[config.mk]
export PLATFORM = sky130hd
export DESIGN_NAME = hbe_regs
export DESIGN_NICKNAME = d
export VERILOG_FILES = /design/src/logic/hbe_pkg.sv /design/src/logic/hbe_regs.sv
export SDC_FILE = /design/constraint.sdc
export NUM_CORES = 1
export LEC_CHECK = 0
export ABC_AREA = 1
export BUFFER_PORTS_ARGS = -buffer_cell sky130_fd_sc_hd__buf_2
export CAP_MARGIN = 20
export CORE_UTILIZATION = 50
export DETAILED_ROUTE_END_ITERATION = 16
export GPL_ROUTABILITY_DRIVEN = 1
export PLACE_DENSITY = 0.86
export SYNTH_ARGS = -nofsm -noshare
export SYNTH_HDL_FRONTEND = slang
export SYNTH_SLANG_ARGS = --single-unit
export TNS_END_PERCENT = 100
[constraint.sdc]
create_clock -name clk -period 1.56 [get_ports clk]
set_clock_uncertainty 0.05 [all_clocks]
set_input_delay 0.468 -clock clk [delete_from_list [all_inputs] [get_ports clk]]
set_output_delay 0.468 -clock clk [all_outputs]
set_load 0.05 [all_outputs]
[src/logic/hbe_pkg.sv]
// package of constants for the link-B error-reporting register bank
// Overview of operation
// - command bit 8 gates system-error messages globally
// - status bit 14 flags message sent, write-one clears
// - other status bits read-only, read zero
// - first-error register holds at most one first flag
// - errors while first is held go to next
// - error flags clear only where one is written
// - flag 6 marks system error received from partner
// - flag 5 marks master-aborted invalid address request
// - flag 4 marks own cycle ended by target abort
// - flags 3,2 mark correctable header, data errors
// - flags 1,0 mark uncorrectable header, data errors
// - subsystem vendor identifier writable once only
// - subsystem identifier writable once only
// - header type reads 00h or 80h, no storage
// - class constants: base FFh, sub-class 00h
// - vendor and device identifiers read-only constants
// - revision identifier read-only, matches function zero
// - next-error register may hold several flags
// - enabled flags raise system-error, SMI or SCI messages
package hbe_pkg;

    // ==========================================================
    // configuration offsets (byte addresses)
    localparam logic [7:0] OFF_VENDOR_IDENT   = 8'h00;
    localparam logic [7:0] OFF_DEVICE_IDENT   = 8'h02;
    localparam logic [7:0] OFF_COMMAND        = 8'h04;
    localparam logic [7:0] OFF_STATUS         = 8'h06;
    localparam logic [7:0] OFF_REVISION_IDENT = 8'h08;
    localparam logic [7:0] OFF_SUB_CLASS      = 8'h0A;
    localparam logic [7:0] OFF_BASE_CLASS     = 8'h0B;
    localparam logic [7:0] OFF_HEADER_TYPE    = 8'h0E;
    localparam logic [7:0] OFF_SUBSYS_VENDOR  = 8'h2C;
    localparam logic [7:0] OFF_SUBSYS_IDENT   = 8'h2E;
    localparam logic [7:0] OFF_FIRST_ERROR    = 8'h80;
    localparam logic [7:0] OFF_NEXT_ERROR     = 8'h82;
    localparam logic [7:0] OFF_SYSERR_EN      = 8'hA0;
    localparam logic [7:0] OFF_SMI_EN         = 8'hA2;
    localparam logic [7:0] OFF_SCI_EN         = 8'hA4;

    // ==========================================================
    // field positions and widths
    localparam int         POS_GLOBAL_SYSERR  = 8;
    localparam int         POS_SIGNALED_SERR  = 14;
    localparam int         NUM_FLAGS          = 7;
    localparam logic [6:0] SYSERR_EN_MASK     = 7'h3F;

    // ==========================================================
    // constant field values
    localparam logic [7:0] SUB_CLASS_VALUE    = 8'h00;
    localparam logic [7:0] BASE_CLASS_VALUE   = 8'hFF;
    localparam logic [7:0] HDR_SINGLE         = 8'h00;
    localparam logic [7:0] HDR_MULTI          = 8'h80;

    // ==========================================================
    // reset values
    localparam logic [15:0] RST_SUBSYS        = 16'h0000;
    localparam logic [6:0]  RST_FLAGS         = 7'h00;
    localparam logic [31:0] RST_RDATA         = 32'h0000_0000;

endpackage

[src/logic/hbe_regs.sv]
// link-B error-reporting configuration register bank
`timescale 1ns/1ps
module hbe_regs
    import hbe_pkg::*;
#(
    parameter logic [15:0] VENDOR_IDENT   = 16'h1234,  // arbitrary value
    parameter logic [15:0] DEVICE_IDENT   = 16'h5678,  // arbitrary value
    parameter logic [7:0]  REVISION_IDENT = 8'h01,     // arbitrary value
    parameter bit          MULTI_FUNCTION = 1'b1
) (
    // clock, reset, enable
    input  wire logic        clk,
    input  wire logic        rst,
    input  wire logic        ce,
    // configuration access, dword addressed
    input  wire logic        cfg_wr,
    input  wire logic        cfg_rd,
    input  wire logic [7:2]  cfg_addr,
    input  wire logic [3:0]  cfg_be,
    input  wire logic [31:0] cfg_wdata,
    output logic      [31:0] cfg_rdata,
    output logic             cfg_rvalid,
    // link-B fault pulses, bit n sets flag n
    input  wire logic [6:0]  err_event,
    // message requests toward the primary link
    output logic             syserr_msg,
    output logic             smi_msg,
    output logic             sci_msg
);

    // ==========================================================
    // state
    typedef struct packed {
        logic        global_syserr;
        logic        signaled_syserr;
        logic [15:0] subsys_vendor;
        logic        vendor_locked;
        logic [15:0] subsys_ident;
        logic        ident_locked;
        logic [6:0]  first_err;
        logic [6:0]  next_err;
        logic [6:0]  syserr_en;
        logic [6:0]  smi_en;
        logic [6:0]  sci_en;
        logic [31:0] rdata;
        logic        rvalid;
        logic        syserr_msg;
        logic        smi_msg;
        logic        sci_msg;
    } hbe_state_t;

    hbe_state_t st;
    hbe_state_t next_st;

    // keeps the highest set bit only
    function automatic logic [6:0] hbe_pick_one(input logic [6:0] v);
        logic [6:0] r;
        r = '0;
        for (int i = 0; i < NUM_FLAGS; i++) begin
            if (v[i]) begin
                r = '0;
                r[i] = 1'b1;
            end
        end
        return r;
    endfunction

    function automatic logic hbe_hit(input logic [7:2] a, input logic [7:0] off);
        return a == off[7:2];
    endfunction

    // ==========================================================
    // read mux
    logic [31:0] rd_word;
    always_comb begin
        rd_word = '0;
        if (hbe_hit(cfg_addr, OFF_VENDOR_IDENT))
            rd_word = {DEVICE_IDENT, VENDOR_IDENT};
        else if (hbe_hit(cfg_addr, OFF_COMMAND)) begin
            rd_word[16 + POS_SIGNALED_SERR] = st.signaled_syserr;
            rd_word[POS_GLOBAL_SYSERR]      = st.global_syserr;
        end
        else if (hbe_hit(cfg_addr, OFF_REVISION_IDENT))
            rd_word = {BASE_CLASS_VALUE, SUB_CLASS_VALUE, 8'h00, REVISION_IDENT};
        else if (hbe_hit(cfg_addr, OFF_HEADER_TYPE))
            rd_word[23:16] = MULTI_FUNCTION ? HDR_MULTI : HDR_SINGLE;
        else if (hbe_hit(cfg_addr, OFF_SUBSYS_VENDOR))
            rd_word = {st.subsys_ident, st.subsys_vendor};
        else if (hbe_hit(cfg_addr, OFF_FIRST_ERROR))
            rd_word = {9'h000, st.next_err, 9'h000, st.first_err};
        else if (hbe_hit(cfg_addr, OFF_SYSERR_EN))
            rd_word = {9'h000, st.smi_en, 9'h000, st.syserr_en};
        else if (hbe_hit(cfg_addr, OFF_SCI_EN))
            rd_word = {25'h000_0000, st.sci_en};
    end

    // ==========================================================
    // next state
    logic [6:0] clr_first;
    logic [6:0] clr_next;
    logic [6:0] set_first;
    logic [6:0] set_next;
    logic [6:0] new_flags;
    logic       wr_cmd;
    logic       wr_err;
    logic       wr_en0;
    logic       wr_sub;

    always_comb begin
        next_st   = st;
        wr_cmd    = cfg_wr && hbe_hit(cfg_addr, OFF_COMMAND);
        wr_err    = cfg_wr && hbe_hit(cfg_addr, OFF_FIRST_ERROR);
        wr_en0    = cfg_wr && hbe_hit(cfg_addr, OFF_SYSERR_EN);
        wr_sub    = cfg_wr && hbe_hit(cfg_addr, OFF_SUBSYS_VENDOR);
        clr_first = (wr_err && cfg_be[0]) ? cfg_wdata[6:0] : 7'h00;
        clr_next  = (wr_err && cfg_be[2]) ? cfg_wdata[22:16] : 7'h00;

        // a flag already held in first sends everything to next
        if (st.first_err == RST_FLAGS) begin
            set_first = hbe_pick_one(err_event);
            set_next  = err_event & ~set_first;
        end else begin
            set_first = '0;
            set_next  = err_event;
        end
        new_flags = set_first | set_next;

        // set wins over a simultaneous clear
        next_st.first_err = (st.first_err & ~clr_first) | set_first;
        next_st.next_err  = (st.next_err & ~clr_next) | set_next;

        if (wr_cmd && cfg_be[1])
            next_st.global_syserr = cfg_wdata[POS_GLOBAL_SYSERR];
        if (wr_en0 && cfg_be[0])
            next_st.syserr_en = cfg_wdata[6:0] & SYSERR_EN_MASK;
        if (wr_en0 && cfg_be[2])
            next_st.smi_en = cfg_wdata[22:16];
        if (cfg_wr && hbe_hit(cfg_addr, OFF_SCI_EN) && cfg_be[0])
            next_st.sci_en = cfg_wdata[6:0];

        // write-once identifiers: any touched lane closes the field
        if (wr_sub && !st.vendor_locked && (cfg_be[1:0] != 2'b00)) begin
            if (cfg_be[0]) next_st.subsys_vendor[7:0]  = cfg_wdata[7:0];
            if (cfg_be[1]) next_st.subsys_vendor[15:8] = cfg_wdata[15:8];
            next_st.vendor_locked = 1'b1;
        end
        if (wr_sub && !st.ident_locked && (cfg_be[3:2] != 2'b00)) begin
            if (cfg_be[2]) next_st.subsys_ident[7:0]  = cfg_wdata[23:16];
            if (cfg_be[3]) next_st.subsys_ident[15:8] = cfg_wdata[31:24];
            next_st.ident_locked = 1'b1;
        end

        // one request per newly set enabled flag group
        next_st.syserr_msg = st.global_syserr && |(new_flags & st.syserr_en);
        next_st.smi_msg    = |(new_flags & st.smi_en);
        next_st.sci_msg    = |(new_flags & st.sci_en);

        if (wr_cmd && cfg_be[3] && cfg_wdata[16 + POS_SIGNALED_SERR])
            next_st.signaled_syserr = 1'b0;
        if (st.syserr_msg)
            next_st.signaled_syserr = 1'b1;

        next_st.rvalid = cfg_rd;
        if (cfg_rd)
            next_st.rdata = rd_word;
    end

    // ==========================================================
    // registers
    always_ff @(posedge clk) begin
        if (rst) begin
            st               <= '0;
            st.subsys_vendor <= RST_SUBSYS;
            st.subsys_ident  <= RST_SUBSYS;
            st.rdata         <= RST_RDATA;
        end else if (ce) begin
            st <= next_st;
        end
    end

    assign cfg_rdata  = st.rdata;
    assign cfg_rvalid = st.rvalid;
    assign syserr_msg = st.syserr_msg;
    assign smi_msg    = st.smi_msg;
    assign sci_msg    = st.sci_msg;

endmodule // hbe_regs

; ---- After elaboration in Yosys (flattened, before gate mapping)
; Index checks and enable logic that the tools add are counted.
[totals]
wordCells = 105
register_bits = 106
output_inout_bits = 36
in_bits = 54
[classes]
n_bitwise = 12
n_mux = 28
n_reduce_logical = 40
eq_ne = 7
[ops]
columns = op, n
row1 = $mux W32, 5
row2 = $mux W7, 12
row3 = $and A7 B7 Y7, 5
row4 = $mux W8, 3
row5 = $mux W21, 1
row6 = $not A7 Y7, 3
row7 = $or A7 B7 Y7, 3
row8 = $reduce_or A7 Y1, 3
row9 = $eq A6 B6 Y1 const B, 3
row10 = $logic_and A1 B1 Y1, 18
row11 = $mux W16, 1
row12 = $reduce_and A2 Y1, 8
row13 = $eq A6 B2 Y1 const B, 2
row14 = $reduce_and A3 Y1, 4
row15 = $and A7 B6 Y7, 1
row16 = $logic_not A7 Y1, 1
row17 = $eq A6 B1 Y1 const B, 1
row18 = $eq A6 B4 Y1 const B, 1
row19 = $logic_not A6 Y1, 1
row20 = $mux W1, 6
row21 = $reduce_bool A2 Y1, 3
row22 = $logic_not A1 Y1, 2

; ---- Depth between registers and ports, before layout
[depth]
depth_word = 15
depth_mapped = 12
depth_no_buf = 11

; ---- Least setup slack after synthesis
; Ideal clock, no wire load.
[synth_timing]
path_type = in2reg
from = input ce
to = register st[48] (netlist name)
required_time_ps = 1391
n_path_buf = 2
arrival_ps = 1473
stages = 7
setup_ps = 119
slack_ps = -82
path_cell_list = buf_2 nand2_1 nor2_1 nand2_1 buf_2 o21ai_0 a21oi_1
[synth_between]
elab_chain_len = 1
[synth_lines]
columns = element, line
row1 = from (decl), hbe_regs.sv:14  ; input wire logic ce,
row2 = $reduce_and A2 Y1 (no line), --
row3 = to (signal assigned), hbe_regs.sv:177  ; st <= next_st;
row4 = to (decl), hbe_regs.sv:52  ; hbe_state_t st;
; No other way between the ends.
; A chain may end at the register's enable or synchronous reset.

; ---- Worst setup path after layout
[layout_timing]
from = register st (netlist bit cfg_rdata[27])
to = output cfg_rdata[27]
[layout_rtl]
columns = element, line
row1 = to (decl), hbe_regs.sv:21  ; output logic [31:0] cfg_rdata,
; No word-level cell between the ends.

==> reports/results.txt <==
Antenna Violating Nets Remaining = 0
Unique cell type count in the Yosys netlist = 33
Clock-pin slew on the worst setup and hold paths = 100 ps
Post-route DRC = 0
# setup viols final = 0
Syn avg cell area = 7.150 um^2
Sequential area share after synthesis = 0.4339
# nets final = 819
Buf/Inv on CP = 1
Sequential share of power = 0.522
Clock group share of total power = 0.378
CTS Buf Count = 9
Number of global-route vias before repair = 4318
Tot Pwr = 5308 uW
Vias per cell = 5.217
Class of the worst hold path = input pin to register
Pwr dens = 920.0 mW/mm^2
Num rows = 35
Startpoint Class = register
H-tree lvl count = 3
GR Overflow Total = 0
Worst EP arrival = 1010 ps
Height of the die = 100.9 um
Antenna diode instance count = 0
CP max stage delay = 360 ps
Most frequent cells in the layout = dfxtp_1 (105), nand2_1 (102), inv_1 (97)
First-pass GRT wire length = 19690 um
Hold_buf cts = 0
Mapped Nets = 738
Total Routing Usage GR = 0.2473
Syn. warnings = 0
Max Transition Viols Final = 0
Switch Pwr = 1307 uW
Int Pwr = 4000 uW
Drt pass-1 iters = 5
Critical-path top delay cell = dfxtp_1
Outcome = completed
Synthesized area = 0.004891 mm^2
Hold Fails Final Rpt = 0
Drt total wl = 12300 um
Antenna violations before repair = 0
Area grow syn2layout = 17.96%
Fmax = 0.6564 GHz
FILL cells = 900
Combinational Power Share = 0.100
Critical path class = register to output pin
Die area = 0.01018 mm^2
Critical Path RT = 1040 ps
Max-cap violations = 0
Max Fanout on Critical Path = 2
Switching share of power = 0.2463
Share of cells above drive strength 1 = 0.2234
Hold path startpoint = cfg_wdata[13]
Vias = 4690
Post-CTS Setup Bufs = 0
Starting Density = 0.5219
Unrepaired setup endpoints after global routing = no
Fin crit share = 0.9766
Final min period = 1524 ps
Clock Path Buffers = 2
Reg2reg path depth = 6
Wire length per cell = 13.68 um
I/O Buffers = 89
Clock insertion delay at the later pin of the skew report = 380 ps
Slew @ Worst Pin = 476.0 ps
Synth Instances = 684
CP endpoint kind = output pin
Capturing point of the worst reg2reg path = st[59]
Die Wd = 100.9 um
Post-Layout Cell Count = 899
CTS tree = done
Clk root buf = clkbuf_8
R2r setup slk = 210 ps
Hold Path Stages = 3
Reg-to-Reg Start = st[64]
Most common cell after layout, fill and taps aside = dfxtp_1
Yosys reg bits = 106
Io pins = 90
Leak = 0.002482 uW
Detail Placement HPWL = 9026 um
Relative slew slack = 0.6827
Clk sinks = 106
Largest net degree at the start of global routing = 64
Critical-path cell list = buf_2
Max IR drop VDD = 0.5684 mV
Placer Congestion = 0.9313
Placed instance count = 883
Hold Path Sink = st[102]
Largest delay share family, worst path = flip-flops
Core area = 0.009371 mm^2
1st-iter DRT viols = 302
-- routing by layer --
layer / track usage / part of all wire / up-vias
li1: - / - / 2351
met1: 0.3182 / 0.44 / 2111
met2: 0.4204 / 0.46 / 207
met3: 0.03675 / 0.076 / 21
met4: 0.09030 / 0.017 / 0
met5: 0 / 0 / -
-- area by class of cell --
cell class | instances | area, um^2 | share of cell area
Timing Repair Buffer | 134 | 840.8 | 0.1457
Inverter | 101 | 384.1 | 0.06658
Tap cell | 129 | 161.4 | 0.02798
Multi-Input combinational cell | 413 | 2018 | 0.3498
Sequential cell | 106 | 2123 | 0.3680
Clock inverter | 6 | 113.9 | 0.01974
Clock buffer | 10 | 127.6 | 0.02212
-- kinds of logic (layout without fill, tap and decap cells) --
logic type | after synthesis | count (layout) | synth area share
compound gates | 217 | 217 | 0.2315
simple gates | 196 | 196 | 0.1770
buf+inv | 165 | 251 | 0.1576
flops | 106 | 106 | 0.4339
-- worst max-delay path by stage --
stage / from / to / depth (start not counted)
6_report: cfg_rdata[27] / cfg_rdata[27] / 1
4_1_cts: cfg_rdata[17] / cfg_rdata[17] / 1
5_1_grt: cfg_rdata[9] / cfg_rdata[9] / 1
3_5_place_dp: cfg_addr[4] / st[40] / 10
3_3_place_gp: cfg_addr[4] / cfg_rdata[20] / 11
2_1_floorplan: cfg_addr[4] / st[100] / 11
-- sequential cells by signal, indices dropped and copies added, names as in the netlist --
signal      flops
sci_msg         1
smi_msg         1
cfg_rvalid      1
st             70
syserr_msg      1
cfg_rdata      32
-- power groups by stage --
| stage | Sequential (uW) | Clock, uW | Combinational [uW] |
|---|---|---|---|
| 6_report | 2770 | 2010 | 529 |
| 5_1_grt | 2780 | 2120 | 573 |
| 4_1_cts | 2770 | 2040 | 523 |
| 3_5_place_dp | 2830 | 0 | 519 |
| 3_3_place_gp | 2830 | 0 | 513 |
| 2_1_floorplan | 2850 | 0 | 293 |
-- Yosys cell counts --
library cell,instances,area (um^2)
nand3b_4,1,20.02
o211ai_1,4,30.03
buf_4,32,240.2
buf_1,1,3.750
nand2_1,104,390.4
o21ai_1,28,140.1
nand3_1,33,165.2
buf_2,9,45.04
clkbuf_1,20,75.07
a41oi_1,1,8.760
o21ai_0,71,355.3
nand2_2,5,31.28
a21oi_1,95,475.5
inv_6,1,8.760
inv_1,98,367.9
nand2_4,3,33.78
o22ai_1,10,62.56
buf_6,2,22.52
dfxtp_1,106,2122
nor2_4,2,22.52
nor2_1,38,142.6
inv_2,1,3.750
nor3_1,3,15.01
o21bai_1,2,15.01
a22o_1,1,8.760
a31oi_1,2,12.51
clkinv_1,1,3.750
nand4_1,5,31.28
o31ai_1,1,7.510
a211oi_1,1,7.510
o221ai_1,1,8.760
nor2_2,1,6.260
nand3b_1,1,7.510
-- what timing repair did --
action                                 in CTS  in global routing
cloned                                      0                  0
endpoints found under the hold margin       0                  0
resized for setup                           1                  6
setup endpoints to repair                   1                  8
-- stage by stage --
step / utilization / setup slack (ps) / area (um^2) / TNS [ps] / hold slack [ps]
finish: 0.6156 / 36.48 / 5769 / 0 / 269.2
global route: 0.6156 / 1.094 / 5769 / 0 / 293.0
CTS: 0.6142 / 16.06 / 5756 / 0 / 262.8
detailed placement: 0.5881 / -282.8 / 5512 / -16240 / 387.8
global placement: 0.5881 / -235.6 / 5512 / -13380 / 380.9
floorplan: - / 11.11 / 4903 / 0 / 374.1
(Power assumes the default switching activity.)
